[config.mk]
export PLATFORM = sky130hd
export DESIGN_NAME = bfpgs_sequencer
export DESIGN_NICKNAME = d
export VERILOG_FILES = /design/src/rtl/bfpgs_pkg.sv /design/src/rtl/bfpgs_sync_if.sv /design/src/rtl/bfpgs_sync.sv /design/src/rtl/bfpgs_sequencer.sv
export SDC_FILE = /design/constraint.sdc
export NUM_CORES = 1
export LEC_CHECK = 0
export BUFFER_PORTS_ARGS = -buffer_cell sky130_fd_sc_hd__buf_2
export CAP_MARGIN = 20
export CORE_UTILIZATION = 25
export DETAILED_ROUTE_END_ITERATION = 8
export GPL_TIMING_DRIVEN = 0
export MAX_ROUTING_LAYER = met4
export PLACE_DENSITY_LB_ADDON = 0.25
export SYNTH_ARGS = -nofsm -noshare
export SYNTH_HDL_FRONTEND = slang
export SYNTH_SLANG_ARGS = --single-unit
[constraint.sdc]
create_clock -name clk -period 2 [get_ports clk]
set_clock_uncertainty 0.2 [all_clocks]
set_input_delay 0.2 -clock clk [delete_from_list [all_inputs] [get_ports clk]]
set_output_delay 0.2 -clock clk [all_outputs]
set_load 0.03 [all_outputs]
[src/rtl/bfpgs_pkg.sv]
package bfpgs_pkg;
   // ==================================================================
   // timing
   // ==================================================================
   localparam int unsigned CLK_FREQ_HZ     = 10_000_000;
   localparam int unsigned CLK_PERIOD_NS   = 100;
   localparam int unsigned PG_DELAY_US     = 3000;
   localparam int unsigned PG_PROP_US      = 1000;
   localparam int unsigned UV_QUAL_NS      = 8000;
   localparam int unsigned FCCM_HOLD_NS    = 64000;
   localparam int unsigned PG_DELAY_CYC    = PG_DELAY_US * 1000 / CLK_PERIOD_NS;
   localparam int unsigned PG_PROP_CYC     = PG_PROP_US * 1000 / CLK_PERIOD_NS;
   localparam int unsigned UV_QUAL_CYC     = UV_QUAL_NS / CLK_PERIOD_NS;
   localparam int unsigned FCCM_HOLD_CYC   = FCCM_HOLD_NS / CLK_PERIOD_NS;
   localparam int unsigned CNT_W           = 16;
   localparam int unsigned SYNC_STAGES     = 3;
   // ==================================================================
   // target codes
   // ==================================================================
   localparam int unsigned CODE_W          = 3;
   localparam logic [2:0]  TGT_0P900       = 3'h0;
   localparam logic [2:0]  TGT_0P800       = 3'h1;
   localparam logic [2:0]  TGT_0P850       = 3'h2;
   localparam logic [2:0]  TGT_0P725       = 3'h3;
   localparam logic [2:0]  TGT_0P675       = 3'h4;
   // ==================================================================
   // sequencer states
   // ==================================================================
   typedef enum logic [2:0] {
      BFPGS_OFF,
      BFPGS_SOFTSTART,
      BFPGS_RUN,
      BFPGS_THERMAL,
      BFPGS_LATCHED
   } bfpgs_state_t;
endpackage : bfpgs_pkg

[src/rtl/bfpgs_sync_if.sv]
`timescale 1ns/1ps
`default_nettype none
interface bfpgs_sync_if #(parameter int unsigned W = 10);
   logic [W-1:0] raw;
   logic [W-1:0] clean;
   modport sync (input raw, output clean);
   modport user (output raw, input clean);
endinterface : bfpgs_sync_if
`default_nettype wire

[src/rtl/bfpgs_sync.sv]
`timescale 1ns/1ps
`default_nettype none
module bfpgs_sync
   import bfpgs_pkg::*;
#(
   parameter int unsigned W = 10
) (
   // clock and reset
   input  wire logic clk,
   input  wire logic sys_rst,
   // signals
   bfpgs_sync_if.sync s
);
   import bfpgs_pkg::*;
   // ==================================================================
   // three-stage sync, value changes when stages two and three agree
   // ==================================================================
   logic [W-1:0] st1_q, st2_q, st3_q, clean_q;
   wire  [W-1:0] agree = ~(st2_q ^ st3_q);
   assign s.clean = clean_q;
   genvar i;
   generate
      for (i = 0; i < W; i++) begin : g_bit
         always_ff @(posedge clk) begin
            if (sys_rst) begin
               st1_q[i]   <= 1'b0;
               st2_q[i]   <= 1'b0;
               st3_q[i]   <= 1'b0;
               clean_q[i] <= 1'b0;
            end else begin
               st1_q[i]   <= s.raw[i];
               st2_q[i]   <= st1_q[i];
               st3_q[i]   <= st2_q[i];
               clean_q[i] <= agree[i] ? st3_q[i] : clean_q[i];
            end
         end
      end
   endgenerate
endmodule : bfpgs_sync
`default_nettype wire

[src/rtl/bfpgs_sequencer.sv]
`timescale 1ns/1ps
`default_nettype none
module bfpgs_sequencer (
   // clock and reset
   input  wire logic                      clk,
   input  wire logic                      sys_rst,
   // control pins
   input  wire logic                      enable,
   input  wire logic                      code_select_high,
   input  wire logic                      code_select_low,
   input  wire logic                      alt_option_strap,
   // comparator results
   input  wire logic                      bias_above_start,
   input  wire logic                      bias_above_hyst,
   input  wire logic                      bias_above_por,
   input  wire logic                      ramp_done,
   input  wire logic                      out_at_regulation,
   input  wire logic                      out_over_trip,
   input  wire logic                      out_under_trip,
   input  wire logic                      current_over_pos,
   input  wire logic                      current_over_neg,
   input  wire logic                      temp_over,
   input  wire logic                      temp_cooled,
   // loop request
   input  wire logic                      on_pulse_req,
   // outputs
   output var  logic                      high_side_on,
   output var  logic                      low_side_on,
   output var  logic                      forced_continuous,
   output var  logic                      ramp_start,
   output var  logic [bfpgs_pkg::CODE_W-1:0] target_code,
   output var  logic                      power_ok_flag_o,
   output var  logic                      power_ok_flag_oe,
   output var  logic                      bias_undervoltage_lockout,
   output var  logic                      output_overvoltage_trip,
   output var  logic                      output_undervoltage_trip,
   output var  logic                      switch_current_limit
);
   import bfpgs_pkg::*;

   // ==================================================================
   // input synchronisation
   // ==================================================================
   localparam int unsigned NIN = 15;
   bfpgs_sync_if #(.W(NIN)) sif ();
   assign sif.raw = {enable, code_select_high, code_select_low,
                     alt_option_strap, bias_above_start, bias_above_hyst,
                     bias_above_por, ramp_done, out_at_regulation,
                     out_over_trip, out_under_trip, current_over_pos,
                     current_over_neg, temp_over, temp_cooled};
   bfpgs_sync #(.W(NIN)) u_sync (
      .clk     (clk),
      .sys_rst (sys_rst),
      .s       (sif)
   );
   wire en_s      = sif.clean[14];
   wire vhi_s     = sif.clean[13];
   wire vlo_s     = sif.clean[12];
   wire strap_s   = sif.clean[11];
   wire bstart_s  = sif.clean[10];
   wire bhyst_s   = sif.clean[9];
   wire bpor_s    = sif.clean[8];
   wire rdone_s   = sif.clean[7];
   wire reg_s     = sif.clean[6];
   wire ovp_s     = sif.clean[5];
   wire uvp_s     = sif.clean[4];
   wire ocp_s     = sif.clean[3];
   wire ocn_s     = sif.clean[2];
   wire tover_s   = sif.clean[1];
   wire tcool_s   = sif.clean[0];

   // ==================================================================
   // target code decode
   // ==================================================================
   function automatic logic [CODE_W-1:0] code_decode(
      input logic hi, input logic lo, input logic strap);
      logic [CODE_W-1:0] c;
      c = TGT_0P900;
      case ({lo, hi})
         2'b00: c = TGT_0P900;
         2'b01: c = strap ? TGT_0P850 : TGT_0P800;
         2'b10: c = TGT_0P725;
         2'b11: c = TGT_0P675;
         default: c = TGT_0P900;
      endcase
      return c;
   endfunction
   wire [CODE_W-1:0] code_d = code_decode(vhi_s, vlo_s, strap_s);

   // ==================================================================
   // state and latches
   // ==================================================================
   bfpgs_state_t state_q, state_d;
   logic         bias_undervoltage_lockout_q, ovp_q, uvp_q, armed_q;
   logic         en_prev_q, vhi_prev_q, ramping_q, rdone_prev_q;
   logic [CNT_W-1:0] uvq_cnt_q, fccm_cnt_q, pg_cnt_q;
   logic         fccm_q, pg_oe_q, ramp_start_q, oc_q;
   logic [CODE_W-1:0] code_q;
   logic         hs_q, ls_q;

   wire en_fall    = en_prev_q & ~en_s;
   wire vhi_rise   = vhi_s & ~vhi_prev_q;
   wire code_chg   = (code_d != code_q);
   wire latched    = ovp_q | uvp_q;
   wire bias_undervoltage_lockout_now   = ~bhyst_s;
   wire uvp_qual   = uvp_s & ~ramping_q &
                     (uvq_cnt_q == CNT_W'(UV_QUAL_CYC - 1));
   wire ovp_now    = ovp_s & ~ramping_q & (state_q == BFPGS_RUN);
   wire running    = (state_q == BFPGS_SOFTSTART) |
                     (state_q == BFPGS_RUN);
   wire drop_pg    = ~en_s | bias_undervoltage_lockout_now | bias_undervoltage_lockout_q | latched | ovp_s |
                     (uvp_s & ~ramping_q) | ~running;
   // last count before power-ok release, qualification plus rise delay
   localparam int unsigned PG_TARGET = PG_DELAY_CYC + PG_PROP_CYC - 1;

   // ==================================================================
   // sequencer
   // ==================================================================
   always_comb begin
      state_d = state_q;
      case (state_q)
         BFPGS_OFF:
            if (en_s & armed_q & ~bias_undervoltage_lockout_q & ~latched & bstart_s)
               state_d = BFPGS_SOFTSTART;
         BFPGS_SOFTSTART:
            if (rdone_s)
               state_d = BFPGS_RUN;
         BFPGS_RUN:
            state_d = BFPGS_RUN;
         BFPGS_THERMAL:
            if (tcool_s & ~tover_s)
               state_d = BFPGS_OFF;
         BFPGS_LATCHED:
            state_d = BFPGS_LATCHED;
         default:
            state_d = BFPGS_OFF;
      endcase
      if (running & tover_s)
         state_d = BFPGS_THERMAL;
      if (ovp_now | uvp_qual | latched)
         state_d = BFPGS_LATCHED;
      if (~en_s | bias_undervoltage_lockout_now | bias_undervoltage_lockout_q)
         state_d = BFPGS_OFF;
      if (latched & ~ovp_q & en_fall)
         state_d = BFPGS_OFF;
   end

   always_ff @(posedge clk) begin
      if (sys_rst) begin
         state_q    <= BFPGS_OFF;
         en_prev_q  <= 1'b0;
         vhi_prev_q <= 1'b0;
         rdone_prev_q <= 1'b0;
         code_q     <= TGT_0P900;
      end else begin
         state_q    <= state_d;
         en_prev_q  <= en_s;
         vhi_prev_q <= vhi_s;
         rdone_prev_q <= rdone_s;
         code_q     <= code_d;
      end
   end

   // ==================================================================
   // fault latches
   // ==================================================================
   always_ff @(posedge clk) begin
      if (sys_rst) begin
         bias_undervoltage_lockout_q  <= 1'b0;
         ovp_q   <= 1'b0;
         uvp_q   <= 1'b0;
         armed_q <= 1'b0;
      end else begin
         if (~bpor_s) begin
            bias_undervoltage_lockout_q  <= 1'b0;
            ovp_q   <= 1'b0;
            uvp_q   <= 1'b0;
            armed_q <= 1'b1;
         end else begin
            if (bias_undervoltage_lockout_now & armed_q)
               bias_undervoltage_lockout_q <= 1'b1;
            if (ovp_now)
               ovp_q <= 1'b1;
            if (uvp_qual)
               uvp_q <= 1'b1;
            else if (en_fall)
               uvp_q <= 1'b0;
         end
      end
   end

   // ==================================================================
   // ramp tracking and forced continuous hold
   // ==================================================================
   always_ff @(posedge clk) begin
      if (sys_rst) begin
         ramping_q    <= 1'b0;
         ramp_start_q <= 1'b0;
         fccm_q       <= 1'b0;
         fccm_cnt_q   <= '0;
      end else begin
         ramp_start_q <= (state_q == BFPGS_RUN) & code_chg;
         if ((state_q == BFPGS_RUN) & code_chg)
            ramping_q <= 1'b1;
         // end on a fresh ramp-done edge, not the stale level, or on leaving soft-start and run
         else if ((rdone_s & ~rdone_prev_q) | ~running)
            ramping_q <= 1'b0;
         if (~running) begin
            fccm_q     <= 1'b0;
            fccm_cnt_q <= '0;
         end else if ((state_q == BFPGS_RUN) & vhi_rise) begin
            fccm_q     <= 1'b1;
            fccm_cnt_q <= '0;
         end else if (fccm_q & ~ramping_q & rdone_s) begin
            if (fccm_cnt_q == CNT_W'(FCCM_HOLD_CYC - 1))
               fccm_q <= 1'b0;
            fccm_cnt_q <= fccm_cnt_q + 1'b1;
         end
      end
   end

   // ==================================================================
   // undervoltage qualification and power-ok timing
   // ==================================================================
   always_ff @(posedge clk) begin
      if (sys_rst) begin
         uvq_cnt_q <= '0;
         pg_cnt_q  <= '0;
         pg_oe_q   <= 1'b1;
      end else begin
         if (uvp_s & ~ramping_q & running & ~uvp_qual)
            uvq_cnt_q <= uvq_cnt_q + 1'b1;
         else
            uvq_cnt_q <= '0;
         if (drop_pg | (~reg_s & ~ramping_q) |
             (state_q != BFPGS_RUN)) begin
            pg_cnt_q <= '0;
            pg_oe_q  <= 1'b1;
         end else if (ramping_q) begin
            pg_cnt_q <= pg_cnt_q;
         end else if (pg_cnt_q == CNT_W'(PG_TARGET)) begin
            pg_oe_q <= 1'b0;
         end else begin
            pg_cnt_q <= pg_cnt_q + 1'b1;
         end
      end
   end

   // ==================================================================
   // switch drive
   // ==================================================================
   wire allow_sw = running & ~latched & ~bias_undervoltage_lockout_q & ~bias_undervoltage_lockout_now;
   always_ff @(posedge clk) begin
      if (sys_rst) begin
         hs_q <= 1'b0;
         ls_q <= 1'b0;
         oc_q <= 1'b0;
      end else begin
         oc_q <= ocp_s | ocn_s;
         hs_q <= allow_sw & on_pulse_req & ~ocp_s;
         ls_q <= allow_sw & ~(on_pulse_req & ~ocp_s) & ~ocn_s;
      end
   end

   assign high_side_on              = hs_q;
   assign low_side_on               = ls_q;
   assign forced_continuous         = fccm_q;
   assign ramp_start                = ramp_start_q;
   assign target_code               = code_q;
   assign power_ok_flag_o           = 1'b0;
   assign power_ok_flag_oe          = pg_oe_q;
   assign bias_undervoltage_lockout = bias_undervoltage_lockout_q;
   assign output_overvoltage_trip   = ovp_q;
   assign output_undervoltage_trip  = uvp_q;
   assign switch_current_limit      = oc_q;
endmodule : bfpgs_sequencer
`default_nettype wire

Word-level counts from Yosys, hierarchy flattened
Cells that the tools add are included.

$add $sub $neg: 3. Bitwise operators: 65. Equality and inequality tests: 18. Reductions and logical operators: 18. Multiplexer cells: 15.

Operators with widths (number): 16-bit by 1-bit adder with 16-bit output (second input constant) (3); 1-bit AND (31); 1-bit NOT (18); 16-bit by 10-bit == test with 1-bit output (second input constant) (1); 16-bit == test (second input constant) (1); 16-bit by 7-bit == test with 1-bit output (second input constant) (1); 3-bit 2-to-1 mux (5); 15-bit NOT (1); 3-bit case mux with 5 select lines (1); 15-bit XOR (1); 1-bit OR (14); 3-bit case mux with 4 select lines (1); 4-bit inequality test (second input constant) (2); 2-bit nonzero test (4); 2-bit OR reduction (4); 1-bit 2-to-1 mux (7); 3-bit by 2-bit == test with 1-bit output (second input constant) (2); 3-bit inequality test (second input constant) (2); 2-bit AND reduction (3); 3-bit AND reduction (2); 3-bit OR reduction (2); 2-bit == test (second input constant) (2); 4-bit by 1-bit inequality test with 1-bit output (second input constant) (1); 4-bit OR reduction (1); other kinds (9) (9).

Bits of input ports: 18. Register bits: 128. Word-level logic and storage cells: 199. Output and inout bits: 13.

Depth between registers and ports, before layout
Word-level depth: 10. Mapped depth: 6. Depth with buffers taken out: 5.

Cells and area by module
From an unflattened synthesis, not the netlist that was laid out.

Cell total of the unflattened synthesis: 517. Area, all modules: 4864.7 um^2.

Modules (own cells, without submodules): bfpgs_sequencer (area each 3145.5 um^2, sequential area each 1361.3 um^2, times used 1, cells an instance 361); bfpgs_sync (area each 1719.1 um^2, sequential area each 1201.2 um^2, times used 1, cells an instance 156).

Worst setup path before layout
OpenSTA, ideal clock, no wires.

Path kind: flip-flop to flip-flop. Start point: reg fccm_q (netlist: forced_continuous). End point: reg fccm_cnt_q[15]. Setup slack: -0.108 ns. Cell stages (with the launch flop): 6. Required time: 1.729 ns. Arrival time: 1.837 ns. Path buffers: 1. Period minus slack after synthesis: 2.108 ns. Library setup time: 0.071 ns. Cells stage by stage: dfxtp_1 -> nand3b_4 -> or4_1 -> buf_2 -> or4_1 -> a21oi_1.

Longest elaborated chain between the ends: 2.

Ends and longest elaborated chain: start, declared (RTL line bfpgs_sequencer.sv:97) `logic fccm_q, pg_oe_q, ramp_start_q, oc_q;`; start signal, assigned (RTL line bfpgs_sequencer.sv:199) `fccm_q <= 1'b0;`; start signal, assigned (RTL line bfpgs_sequencer.sv:209) `fccm_q <= 1'b0;`; start signal, assigned (RTL line bfpgs_sequencer.sv:212) `fccm_q <= 1'b1;`; 1-bit AND (2 in series) (RTL line bfpgs_sequencer.sv:214) `end else if (fccm_q & ~ramping_q & rdone_s) begin`; end signal, assigned (RTL line bfpgs_sequencer.sv:217) `fccm_cnt_q <= fccm_cnt_q + 1'b1;`; end, declared (RTL line bfpgs_sequencer.sv:96) `logic [CNT_W-1:0] uvq_cnt_q, fccm_cnt_q, pg_cnt_q;`.

No other way between the ends. A chain may end at the register's enable or synchronous reset.

Worst setup path after layout
Start point: reg pg_cnt_q[3]. End point: reg pg_cnt_q[15].

Longest elaborated chain between the ends: 3. Elaborated cells on any way between the ends: 4. Those cells by class: 1 x add/sub; 1 x eq/ne; 1 x bitwise; 1 x reduce/logical.

Ends and longest elaborated chain: start, declared (RTL line bfpgs_sequencer.sv:96); start signal, assigned (RTL line bfpgs_sequencer.sv:240) `pg_cnt_q <= pg_cnt_q;`; start signal, assigned (RTL line bfpgs_sequencer.sv:244) `pg_cnt_q <= pg_cnt_q + 1'b1;`; branches (longest 3 deep; another with 16-bit by 1-bit adder with 16-bit output).

Several ways; the timed one is not identified.

==> results.sh <==
export IMPL_period_share_pct=97.4
export IMPL_grt_pass1_vias=3741
export IMPL_whs_ps=236
export IMPL_hold_viol=0
export IMPL_yosysTopAreaCell="dfxtp_1"
export IMPL_register_area_um2=2600
export IMPL_max_freq_mhz=513
export IMPL_path_common_cell="or4_4"
export IMPL_cts_reportedPaths_clkPinSlew_ps=60
export IMPL_rows=50
export IMPL_hpwlAfterDp_mm=6.70
export IMPL_portBuffers=29
export IMPL_dieArea_um2=20000
export IMPL_multi_input_area_um2=2260
export IMPL_worst_pin_slew_ps=594
export IMPL_first_pass_iters=5
export IMPL_core_area_um2=18900
export IMPL_setup_violations=0
export IMPL_netlist_area_leader_share_pct=52.7
export IMPL_drt_vias_per_instance=4.46
export IMPL_outcome="finished clean"
export IMPL_start_util_pct=25.7
export IMPL_wirelength_mm=10.3
export IMPL_fin_crit_ps=1950
export IMPL_ir_drop_uv=457
export IMPL_clock_path_buffers=2
export IMPL_p_seq_share_pct=42.8
export IMPL_gp_congestion=0.767
export IMPL_clockRootBuffer="clkbuf_16"
export IMPL_finalWorstSetupSlack_ps=52.0
export IMPL_num_io_pins=31
export IMPL_h_tree_depth=4
export IMPL_p_sw_share_pct=20.5
export IMPL_total_power_mw=6.06
export IMPL_drive_above_1_share_pct=21.0
export IMPL_min_path_type="reg2reg"
export IMPL_slowest_stage="or4_4"
export IMPL_ys_seq_area_share_pct=52.7
export IMPL_critical_path_arrival_ps=2100
export IMPL_p_comb_share_pct=1.8
export IMPL_cpLargestDelayFamily="simple AND/OR/NAND/NOR gates"
export IMPL_p_leak_nw=2.22
export IMPL_ys_warnings_count=0
export IMPL_cts_tree="yes"
export IMPL_wl_per_cell_um=11.8
export IMPL_drv_slew=0
export IMPL_clkPwrFrac_pct=55.4
export IMPL_cts_made_buffers=17
export IMPL_synthesis_nets=538
export IMPL_clock_sinks=128
export IMPL_synthTopCellsByArea="dfxtp_1 (53%), nor2b_1 (6.4%), a21oi_1 (4.2%)"
export IMPL_antenna_found_initial=0
export IMPL_drtIter0Drc=189
export IMPL_path_buf_inv=0
export IMPL_synth_area_um2=4860
export IMPL_synth_area_per_cell_um2=9.40
export IMPL_drv_cap=0
export IMPL_insertion_delay_ps=420
export IMPL_path_class="reg2reg"
export IMPL_cp_cell_sequence="nand3_4, or4_4, or4_4, a21oi_2"
export IMPL_drcViolationCount=0
export IMPL_synth_cell_types=59
export IMPL_vias=3864
export IMPL_die_h_um=141
export IMPL_antenna_cells=0
export IMPL_die_w_um=141
export IMPL_ant_nets=0
export IMPL_critPathMaxFanout=6
export IMPL_slew_headroom_pct=60.4
export IMPL_place_ws_ps=-306
export IMPL_cp_slowest_stage_delay_ps=560
export IMPL_synth_main_ff_cell="dfxtp_1"
export IMPL_num_fill_cells=2003
export IMPL_p_int_mw=4.82
export IMPL_synthMostInstantiatedCell="dfxtp_1"
export IMPL_cp_required_ps=2150
export IMPL_track_usage_pct=11.3
export IMPL_power_density_nw_per_um2=947
export IMPL_p_sw_mw=1.24
export IMPL_syn_instance_count=517
export IMPL_grt_max_degree=17
export IMPL_synth_edf_count=0
export IMPL_critPathLaunchType="flip-flop"
export IMPL_netlist_top_cells_count="dfxtp_1 (128), nor2b_1 (50), a21oi_1 (41), nor2_1 (41), nand2_1 (34)"
export IMPL_overflow=0
export IMPL_ys_ff_latch=128
export IMPL_end_kind="flip-flop"
export IMPL_grt_pass1_wl_mm=17.2
export IMPL_area_growth_pct=31.7
export IMPL_nets=614
export IMPL_synthArstFlopShare_pct=0
[per-layer routing]
layer  GRT usage, %  vias to the layer above  wire length, µm
met4           4.75                        0              133
met2           18.7                       60             5120
li1               -                     1968                -
met5              -                        -                0
met1           12.6                     1823             4640
met3           3.54                       13              359
[sequential cells by signal (all words and copies together) (netlist names)]
name	flops
u_sync.s.clean	15
en_prev_q	1
target_code	3
uvq_cnt_q	16
output_undervoltage_trip	1
armed_q	1
u_sync.st3_q	15
state_q	3
fccm_cnt_q	16
rdone_prev_q	1
power_ok_flag_oe	1
high_side_on	1
bias_undervoltage_lockout	1
ramp_start	1
vhi_prev_q	1
output_overvoltage_trip	1
u_sync.st1_q	15
low_side_on	1
ramping_q	1
switch_current_limit	1
forced_continuous	1
pg_cnt_q	16
u_sync.st2_q	15
[worst paths after layout]
kind	cells past startpoint	slack, ps	to	from
hold / removal	1	240	u_sync.st2_q[2]	u_sync.st1_q[2]
setup reg to reg	4	50	pg_cnt_q[15]	pg_cnt_q[3]
hold reg to reg	1	240	u_sync.st2_q[2]	u_sync.st1_q[2]
setup / recovery	4	50	pg_cnt_q[15]	pg_cnt_q[3]
[area by class of cell]
cell class	instances	share of cell area, %
timing repair buffer	60	6.57
clock inverter	13	3.11
tap	260	5.08
clock buffer	19	7.08
buffer	17	1.56
multi-input combinational	358	35.4
sequential	128	40.6
inverter	11	0.645
[per-stage QoR]
stage | cell area [µm²] | TNS (ps) | std cells | utilization, %
2_1_floorplan | 4860 | 0 | 517 | -
3_3_place_gp | 5330 | -6900 | 806 | 28.2
3_5_place_dp | 5330 | -7700 | 806 | 28.2
4_1_cts | 6270 | 0 | 858 | 33.2
5_1_grt | 6400 | -7.96 | 866 | 33.9
6_report | 6400 | 0 | 866 | 33.9
[what timing repair did]
item | CTS | global route
endpoints found under the hold margin | 18 | 0
setup endpoints to repair | 44 | 42
pin swaps | 3 | 5
gates resized for setup | 30 | 26
hold buffers | 17 | 0
buffers inserted | 5 | 9
[logic make-up after synthesis]
logic type	after synthesis	share of synthesized area, %
buffers and inverters	31	2.65
muxes	1	0.206
adders and majority gates	3	0.772
DFF	128	52.7
other	1	0.0771
AOI/OAI and AO/OA	94	11.1
xor gates and xnor gates	26	4.68
and+or+nand+nor	233	27.8
[power by group through the flow]
stage | Sequential [mW] | Clock, mW | Combinational (mW)
after floorplan | 2.65 | 0 | 0.0510
after global placement | 2.66 | 0 | 0.0821
after detailed placement | 2.66 | 0 | 0.0843
after CTS | 2.60 | 3.44 | 0.110
after global routing | 2.60 | 3.57 | 0.119
final | 2.59 | 3.36 | 0.107
[layout by cell type, fill, tap and decap left out, drive strengths merged, types with 2 or more instances in the layout]
master / count
clkinvlp: 2
nand3b: 3
and3b: 2
dlygate4sd3: 17
nor4b: 2
o211ai: 4
nand2: 34
o22ai: 2
inv: 17
dfxtp: 128
or2: 2
nand2b: 4
bufinv: 4
and3: 7
and2: 2
clkbuf: 29
or3: 11
o31ai: 8
ha: 3
or4: 15
xnor2: 19
nand3: 18
nand4b: 4
nand4: 9
nor2b: 50
a21oi: 41
or3b: 3
nor4: 11
buf: 50
o21ai: 30
xor2: 7
nor2: 41
nor3: 9
Note: power is estimated with default switching activity, not from simulation.
